$ cat src/tprc_pkg.sv
package tprc_pkg;
    // Scan chain length of the reconfigurable PLL, in bits
    localparam int CHAIN_BITS = 18;
    // Width of the divide ratio that sets the data rate
    localparam int RATE_BITS = 8;
    // Reset value of the PLL divide ratio
    localparam logic [7:0] RATE_RST = 8'h04;
    // Bit positions of the rate field inside the scan word
    localparam int RATE_LSB = 0;
    // Rate ceiling supported by the channel functional modes
    localparam logic [7:0] RATE_MAX_MODE = 8'h20;
    // Controller divides clk_in by 2*SCLK_HALF for the scan clock
    localparam int SCLK_HALF = 4;
    // PLL reset pulse length from the controller, in clk_in cycles
    localparam int PLLRST_CYCLES = 8;
    // Receiver core clocking choices
    typedef enum logic [1:0] {
        RXCLK_SHARED = 2'h0,
        RXCLK_TX_OWN = 2'h1,
        RXCLK_RX_OWN = 2'h2
    } tprc_rxclk_type;
    // Controller states
    typedef enum logic [4:0] {
        CS_IDLE = 5'h01,
        CS_SHIFT = 5'h02,
        CS_UPDATE = 5'h04,
        CS_WAIT = 5'h08,
        CS_RESET = 5'h10
    } tprc_cstate_type;
endpackage : tprc_pkg

$ cat src/tprc_link_if.sv
`timescale 1ns/100ps
interface tprc_link_if;
    logic scanclk;
    logic scanclkena;
    logic scandata;
    logic configupdate;
    logic areset;
    logic reconfig_done;
    logic scandataout;
    // Controller end drives the scan pins and the PLL reset
    modport ctrl (
        output scanclk, scanclkena, scandata, configupdate, areset,
        input reconfig_done, scandataout
    );
    // Device end receives them and reports completion
    modport dev (
        input scanclk, scanclkena, scandata, configupdate, areset,
        output reconfig_done, scandataout
    );
endinterface : tprc_link_if

$ cat src/tprc_device.sv
`timescale 1ns/100ps
module tprc_device
    import tprc_pkg::*;
#(
    parameter int CHANNELS = 4
) (
    // Clock and reset
    input wire logic clk_in,
    input wire logic rst_in,
    // Link to the reconfiguration controller
    tprc_link_if.dev link,
    // Receiver core clocking choice and channel clocks (as levels)
    input wire tprc_rxclk_type rxclk_sel_in,
    input wire logic [CHANNELS-1:0] tx_clkout_in,
    input wire logic [CHANNELS-1:0] rx_clkout_in,
    input wire logic [CHANNELS-1:0] chan_cfg_we_in,
    input wire logic [7:0] chan_cfg_in,
    // Status
    output logic [CHANNELS-1:0] rxfifo_rdclk_out,
    output logic [RATE_BITS-1:0] pll_rate_out,
    output logic pll_in_reset_out,
    output logic [CHANNELS*RATE_BITS-1:0] chan_rate_out,
    output logic [CHANNELS*8-1:0] chan_cfg_out
);
    // Three-stage samplers for every link input from the other domain
    logic [2:0] sclk_s_q, ena_s_q, dat_s_q, upd_s_q, rst_s_q;
    logic [CHAIN_BITS-1:0] chain_q;
    logic [RATE_BITS-1:0] rate_q;
    logic done_q, dout_q, inrst_q, upd_seen_q;
    logic [CHANNELS-1:0] rdclk_q;
    logic [CHANNELS*8-1:0] cfg_q;
    // Settled levels of the link inputs
    logic sclk_f_q, ena_f_q, dat_f_q, upd_f_q, rst_f_q;

    // A change counts only once stages two and three agree; otherwise the held level stays
    function automatic logic settle(input logic [2:0] stages, input logic held);
        logic agreed;
        agreed = (stages[1] == stages[2]);
        return agreed ? stages[2] : held;
    endfunction : settle

    // Next settled levels; costs one cycle of latency, but a one-sample glitch never counts
    wire sclk_f_d = settle(sclk_s_q, sclk_f_q);
    wire ena_f_d = settle(ena_s_q, ena_f_q);
    wire dat_f_d = settle(dat_s_q, dat_f_q);
    wire upd_f_d = settle(upd_s_q, upd_f_q);
    wire rst_f_d = settle(rst_s_q, rst_f_q);

    // Edges are taken against the held level, so each scan clock rise acts exactly once
    wire sclk_rise = sclk_f_d & ~sclk_f_q;
    wire upd_rise = upd_f_d & ~upd_f_q;
    // Levels come from the held copies; the controller keeps data steady half a scan period around a rise
    wire ena_lvl = ena_f_q;
    wire dat_lvl = dat_f_q;
    wire rst_lvl = rst_f_q;
    wire scan_tick = sclk_rise & ena_lvl;

    // Synchronisers
    always_ff @(posedge clk_in) begin
        if (rst_in) begin
            sclk_s_q <= 3'h0;
            ena_s_q <= 3'h0;
            dat_s_q <= 3'h0;
            upd_s_q <= 3'h0;
            rst_s_q <= 3'h0;
        end else begin
            sclk_s_q <= {sclk_s_q[1:0], link.scanclk};
            ena_s_q <= {ena_s_q[1:0], link.scanclkena};
            dat_s_q <= {dat_s_q[1:0], link.scandata};
            upd_s_q <= {upd_s_q[1:0], link.configupdate};
            rst_s_q <= {rst_s_q[1:0], link.areset};
        end
    end

    // Held link levels; reset to the idle level of every pin so no false edge follows reset
    always_ff @(posedge clk_in) begin
        if (rst_in) begin
            sclk_f_q <= 1'b0;
            ena_f_q <= 1'b0;
            dat_f_q <= 1'b0;
            upd_f_q <= 1'b0;
            rst_f_q <= 1'b0;
        end else begin
            sclk_f_q <= sclk_f_d;
            ena_f_q <= ena_f_d;
            dat_f_q <= dat_f_d;
            upd_f_q <= upd_f_d;
            rst_f_q <= rst_f_d;
        end
    end

    // Scan chain; it keeps the last image shifted in, which is the live PLL setting after an update
    // Readback lags one bit: the controller sees the bit left over from the last shift first, then the old image less its LSB
    always_ff @(posedge clk_in) begin
        if (rst_in) begin
            chain_q <= CHAIN_BITS'(RATE_RST);
            dout_q <= 1'b0;
        end else if (scan_tick) begin
            chain_q <= {chain_q[CHAIN_BITS-2:0], dat_lvl};
            dout_q <= chain_q[CHAIN_BITS-1];
        end
    end

    // Apply update; done rises, then the PLL reset completes the change
    always_ff @(posedge clk_in) begin
        if (rst_in) begin
            rate_q <= RATE_RST;
            done_q <= 1'b0;
            upd_seen_q <= 1'b0;
            inrst_q <= 1'b0;
        end else begin
            // PLL in reset follows the settled reset pin
            inrst_q <= rst_lvl;
            if (upd_rise) begin
                rate_q <= chain_q[RATE_LSB +: RATE_BITS];
                upd_seen_q <= 1'b1;
                done_q <= 1'b0;
            end else if (upd_seen_q) begin
                done_q <= 1'b1;
                upd_seen_q <= 1'b0;
            end else if (rst_lvl) begin
                done_q <= 1'b0;
            end
        end
    end

    // Channel settings: only local writes change them, never the PLL path
    always_ff @(posedge clk_in) begin
        if (rst_in) begin
            cfg_q <= '0;
        end else begin
            for (int i = 0; i < CHANNELS; i++) begin
                if (chan_cfg_we_in[i]) begin
                    cfg_q[i*8 +: 8] <= chan_cfg_in;
                end
            end
        end
    end

    // Receive FIFO read clock selection per channel
    always_ff @(posedge clk_in) begin
        if (rst_in) begin
            rdclk_q <= '0;
        end else begin
            for (int i = 0; i < CHANNELS; i++) begin
                case (rxclk_sel_in)
                    // Shared choice: channel 0 transmit clock for every receiver
                    RXCLK_SHARED: rdclk_q[i] <= tx_clkout_in[0];
                    RXCLK_TX_OWN: rdclk_q[i] <= tx_clkout_in[i];
                    RXCLK_RX_OWN: rdclk_q[i] <= rx_clkout_in[i];
                    default: rdclk_q[i] <= tx_clkout_in[0];
                endcase
            end
        end
    end

    // Every channel reports the PLL rate; none keeps its own copy
    always_ff @(posedge clk_in) begin
        if (rst_in) begin
            chan_rate_out <= {CHANNELS{RATE_RST}};
        end else begin
            chan_rate_out <= {CHANNELS{rate_q}};
        end
    end

    // Registered outputs
    // Every pin and status output is a flop, so the controller never sees a combinational glitch
    assign link.reconfig_done = done_q;
    assign link.scandataout = dout_q;
    assign rxfifo_rdclk_out = rdclk_q;
    assign pll_rate_out = rate_q;
    assign pll_in_reset_out = inrst_q;
    assign chan_cfg_out = cfg_q;
endmodule : tprc_device

$ cat src/flat_wrapper.sv
// flat-port wrapper written by rule: the top's interface ports become plain ports
module tprc_device_flat import tprc_pkg::*;
#(
    parameter int CHANNELS = 4
)
  (clk_in, rst_in, rxclk_sel_in, tx_clkout_in, rx_clkout_in, chan_cfg_we_in, chan_cfg_in, rxfifo_rdclk_out, pll_rate_out, pll_in_reset_out, chan_rate_out, chan_cfg_out, link_scanclk, link_scanclkena, link_scandata, link_configupdate, link_areset, link_reconfig_done, link_scandataout);
  tprc_link_if link_i ();
  input wire logic clk_in;
  input wire logic rst_in;
  input wire tprc_rxclk_type rxclk_sel_in;
  input wire logic [CHANNELS-1:0] tx_clkout_in;
  input wire logic [CHANNELS-1:0] rx_clkout_in;
  input wire logic [CHANNELS-1:0] chan_cfg_we_in;
  input wire logic [7:0] chan_cfg_in;
  output logic [CHANNELS-1:0] rxfifo_rdclk_out;
  output logic [RATE_BITS-1:0] pll_rate_out;
  output logic pll_in_reset_out;
  output logic [CHANNELS*RATE_BITS-1:0] chan_rate_out;
  output logic [CHANNELS*8-1:0] chan_cfg_out;
  input wire logic [$bits(link_i.scanclk)-1:0] link_scanclk;
  input wire logic [$bits(link_i.scanclkena)-1:0] link_scanclkena;
  input wire logic [$bits(link_i.scandata)-1:0] link_scandata;
  input wire logic [$bits(link_i.configupdate)-1:0] link_configupdate;
  input wire logic [$bits(link_i.areset)-1:0] link_areset;
  output wire logic [$bits(link_i.reconfig_done)-1:0] link_reconfig_done;
  output wire logic [$bits(link_i.scandataout)-1:0] link_scandataout;
  assign link_i.scanclk = link_scanclk;
  assign link_i.scanclkena = link_scanclkena;
  assign link_i.scandata = link_scandata;
  assign link_i.configupdate = link_configupdate;
  assign link_i.areset = link_areset;
  assign link_reconfig_done = link_i.reconfig_done;
  assign link_scandataout = link_i.scandataout;
  tprc_device #(.CHANNELS(CHANNELS)) u_core (.clk_in(clk_in), .rst_in(rst_in), .link(link_i), .rxclk_sel_in(rxclk_sel_in), .tx_clkout_in(tx_clkout_in), .rx_clkout_in(rx_clkout_in), .chan_cfg_we_in(chan_cfg_we_in), .chan_cfg_in(chan_cfg_in), .rxfifo_rdclk_out(rxfifo_rdclk_out), .pll_rate_out(pll_rate_out), .pll_in_reset_out(pll_in_reset_out), .chan_rate_out(chan_rate_out), .chan_cfg_out(chan_cfg_out));
endmodule
$ cat config.mk
export PLATFORM = sky130hd
export DESIGN_NAME = tprc_device_flat
export DESIGN_NICKNAME = d
export VERILOG_FILES = /design/src/tprc_pkg.sv /design/src/tprc_link_if.sv /design/src/tprc_device.sv /design/src/flat_wrapper.sv
export SDC_FILE = /design/constraint.sdc
export NUM_CORES = 1
export LEC_CHECK = 0
export BUFFER_PORTS_ARGS = -buffer_cell sky130_fd_sc_hd__clkbuf_2
export CAP_MARGIN = 30
export CORE_ASPECT_RATIO = 0.7
export CORE_MARGIN = 2
export CORE_UTILIZATION = 50
export DETAILED_ROUTE_END_ITERATION = 12
export PLACE_DENSITY = 0.83
export SLEW_MARGIN = 0
export SYNTH_ARGS = -nofsm -noshare
export SYNTH_HDL_FRONTEND = slang
export SYNTH_SLANG_ARGS = --single-unit
$ cat constraint.sdc
create_clock -name clk_in -period 1.7 [get_ports clk_in]
set_clock_uncertainty 0.2 [all_clocks]
set_input_delay 0.34 -clock clk_in [delete_from_list [all_inputs] [get_ports clk_in]]
set_output_delay 0.34 -clock clk_in [all_outputs]
set_load 0.05 [all_outputs]
### Yosys cells after proc, flatten, opt, wreduce, memory -nomap -nowiden

Index checks and enable logic that the tools add are counted.

| cells by class | value |
|---|---|
| eq/ne operators | 7 |
| mux-type cells | 9 |
| bitwise gates (word level) | 5 |
| reductions and logical operators | 2 |

Operator list:

| cell | number |
|---|---|
| 1-bit 2-to-1 mux | 6 |
| 1-bit case mux with 2 select lines | 3 |
| 1-bit equality test | 5 |
| 1-bit AND | 3 |
| 2-bit by 1-bit equality test with 1-bit output (second input constant) | 1 |
| 2-bit equality test (second input constant) | 1 |
| 1-bit NOT | 2 |
| 2-bit nonzero test | 1 |
| 2-bit OR reduction | 1 |

| word-level totals | value |
|---|---|
| register bits after elaboration | 118 |
| input port bits | 29 |
| output and inout bits | 79 |
| logic and storage cells | 45 |

### Logic depth before layout (Yosys ltp)

| depth | value |
|---|---|
| depth in word-level cells | 4 |
| depth in mapped cells | 4 |
| gate-level depth less buffers | 4 |

### Least setup slack after synthesis

Ideal clock, no wire load.

| path | value |
|---|---|
| path kind | flip-flop to output port |
| start | reg, netlist name u_core.chan_rate_out[26] |
| end | out chan_rate_out[10] |
| data arrival time | 0.934 ns |
| data required time | 1.160 ns |
| slack | 0.226 ns |
| stages on the path, launching flop included | 2 |
| buffers on the path | 1 |
| cells stage by stage | dfxtp_1 -> buf_4 |

RTL lines:

| element | line | source |
|---|---|---|
| end, declared | flat_wrapper.sv:18 | `output logic [CHANNELS*RATE_BITS-1:0] chan_rate_out;` |

==> impl_results.md <==
- Synth unique cells: 22
- Detail Route Antenna Nets: 0
- Vias per std cell: 4.70
- Clock sinks: 94
- Most common cell after layout, fill and taps aside: clkbuf_2
- Hold Crit Depth: 2
- Worst Tran Pin Value: 0.466 ns
- Buf+Inv Stages, Crit Path: 1
- Rows: 25
- WL/cell: 12.1 um
- Status: finished, final reports clean
- Mapped Area: 3400 um^2
- NetSw: 1.12 mW
- Post_cts resized: 0
- Die ar.: 7480 um^2
- CP delay by family, top: flip-flops
- Hold Vio Cnt, Final: 0
- Port bufs: 107
- Leakage: 1.94 nW
- YS warnings: 0
- Length in cells of the worst reg-to-reg path: 3
- Slew margin rel.: 68.9%
- Nets: 432
- Worst IR Drop VDD: 0.588 mV
- Sequential share of power: 55.9%
- Fillers: 586
- Syn nets: 346
- RSZ-0062 raised after global routing: false
- Initial Utilization: 51.0%
- Storage cell area: 1880 um^2
- Multi-input logic area: 1200 um^2
- CP Data Arrival Time: 1.04 ns
- DRT Pass-1 Iters: 4
- Synthesized area per cell: 10.8 um^2
- Fin. max-slew vios: 0
- Clock share of power: 32.9%
- Required time worst endpoint: 1.16 ns
- Min Tclk post-route: 1.58 ns
- Reg clk slew, reported paths: 0.10 ns
- Max-Cap Viols: 0
- Max Fclk: 0.635 GHz
- CTS tree: yes
- Type of the worst min-delay path: input pin to flop
- Area Overhead vs Synth: 19.4%
- CP Cell Sequence: clkbuf_2
- Die X: 103 um
- Diode count: 0
- Period utilization: 92.7%
- Internal power: 2.99 mW
- Initial antenna violation count: 0
- Grt total ovfl: 0
- Synth Register Bits: 94
- Share of cells above drive strength 1: 31.5%
- Crit start category: flop
- Type of the worst setup path: flop to output port
- Gpl congestion: 0.723
- Worst Hold Endpoint: u_core.rst_s_q[0]
- Yosys top cell by area: dfxtp_1
- Placed cells: 481
- Sequential area share after synthesis: 55.4%
- R2r startpoint: u_core.sclk_s_q[1]
- Slowest cell on crit path: dfxtp_1
- Largest stage delay, worst path: 0.38 ns
- Die Ht: 73.0 um
- Clock latency on the worst-skew pair: 0.36 ns
- Reg-to-Reg End: u_core.chain_q[3]
- I/O pin count: 108
- First-pass GRT wire length: 9650 um
- Switching Fraction: 27.3%
- Largest net degree at the start of global routing: 38
- Final HPWL DP: 4370 um
- 1st-iter DRT viols: 53
- Most frequent cells in the layout: clkbuf_2 (107), dfxtp_1 (94), mux2i_1 (60)
- CP endpoint kind: output port
- Setup Buffers After CTS: 0
- Pwr dens: 1010 nW/um^2
- Flop2flop setup slack: 0.32 ns
- Vias in the first global route: 2,131
- Final cell count without fillers: 500
- Vias: 2,351
- Routed wire length: 6040 um
- Leading post-synthesis cells by cell area: dfxtp_1 (55%), mux2i_1 (18%), buf_4 (5.3%)
- Synth Instances: 315
- Comb power frac: 11.2%
- H-tree levels: 3
- CTS Root Cell: clkbuf_8
- GRT Resource Usage Total: 16.8%
- Critical-path maximum fanout: 4
- Final Setup Violations: 0
- Worst hold start: link_areset
- Cts bufs inserted: 9
- CTS max path bufs: 2
- Core footprint: 6660 um^2
- Post-synth top area share: 55.4%
- Fin Setup TNS: 0 ns
- DRC: 0
[cell families after synthesis]
kind of cell / share of synthesized area, %
buf+inv: 9.20
fa+ha+maj: 0.736
flops: 55.4
compound gates: 2.47
mux: 17.7
simple gates: 14.5
[cells in the mapped netlist]
master	instances
nand2b_1	28
a211oi_1	1
clkbuf_1	4
buf_6	1
mux2i_1	60
nor2_1	36
nand2_1	5
and3b_1	2
nand3b_1	1
ha_1	2
buf_4	24
o21ai_0	5
buf_8	1
a221oi_1	3
nand4b_1	1
nor3_1	3
nor2b_1	17
and4b_1	1
a21oi_1	5
inv_1	11
buf_2	10
dfxtp_1	94
[final cells by class]
class | instances | share of cell area (%)
inverter | 11 | 1.02
clock buffer | 10 | 3.39
timing repair buffer | 115 | 15.5
clock inverter | 6 | 1.14
multi-input combinational | 170 | 29.7
sequential | 94 | 46.4
tap | 94 | 2.90
[power groups by stage]
stage / Sequential [mW] / Combinational (mW) / Clock (mW)
final: 2.30 / 0.459 / 1.35
after global routing: 2.31 / 0.489 / 1.47
after CTS: 2.30 / 0.463 / 1.38
after detailed placement: 2.35 / 0.457 / 0
after global placement: 2.35 / 0.448 / 0
after floorplan: 2.53 / 0.144 / 0
[state kept, by name, summed over array words and instances, names as in the netlist]
name and count:
u_core.chain_q 18, u_core.chan_cfg_out 32, u_core.chan_rate_out 8, u_core.dat_f_q 1, u_core.dat_s_q 3, u_core.ena_f_q 1, u_core.ena_s_q 3, u_core.link.reconfig_done 1
u_core.link.scandataout 1, u_core.pll_in_reset_out 1, u_core.pll_rate_out 8, u_core.rst_f_q 1, u_core.rst_s_q 3, u_core.rxfifo_rdclk_out 4, u_core.sclk_f_q 1, u_core.sclk_s_q 3
u_core.upd_f_q 1, u_core.upd_s_q 3, u_core.upd_seen_q 1
[repair_timing]
action / in CTS / in global routing
hold endpoints to repair: 3 / 0
endpoints found under the setup margin: 0 / 0
hold buffers: 3 / 0
[layer usage]
layer,wire (um),track usage (%)
met1,2740,20.4
met2,2760,26.8
met3,479,6.99
met4,72,6.07
met5,0,0
[worst max path at each step]
stage / slack [ns] / cells after the start / end / startpoint
final: 0.12 / 1 / chan_rate_out[1] / u_core.chan_rate_out[25]
after global routing: 0.05 / 1 / chan_rate_out[1] / u_core.chan_rate_out[25]
after CTS: 0.10 / 1 / chan_rate_out[23] / u_core.chan_rate_out[23]
after detailed placement: 0.25 / 5 / u_core.rxfifo_rdclk_out[2] / rxclk_sel_in[0]
after global placement: 0.31 / 5 / u_core.rxfifo_rdclk_out[2] / rxclk_sel_in[0]
after floorplan: 0.23 / 1 / chan_rate_out[10] / u_core.chan_rate_out[26]
[through the flow]
stage	instance area (um^2)	hold slack, ns	utilization (%)	total power [mW]	setup slack [ns]
floorplan	3400	0.214	-	2.68	0.226
global placement	3840	0.223	57.7	2.80	0.312
detailed placement	3840	0.224	57.7	2.81	0.248
CTS	4060	0.00546	60.9	4.14	0.104
global route	4060	0.0110	60.9	4.27	0.0517
finish	4060	0.0104	60.9	4.12	0.125
No activity file was read; power rests on OpenSTA's default activity.
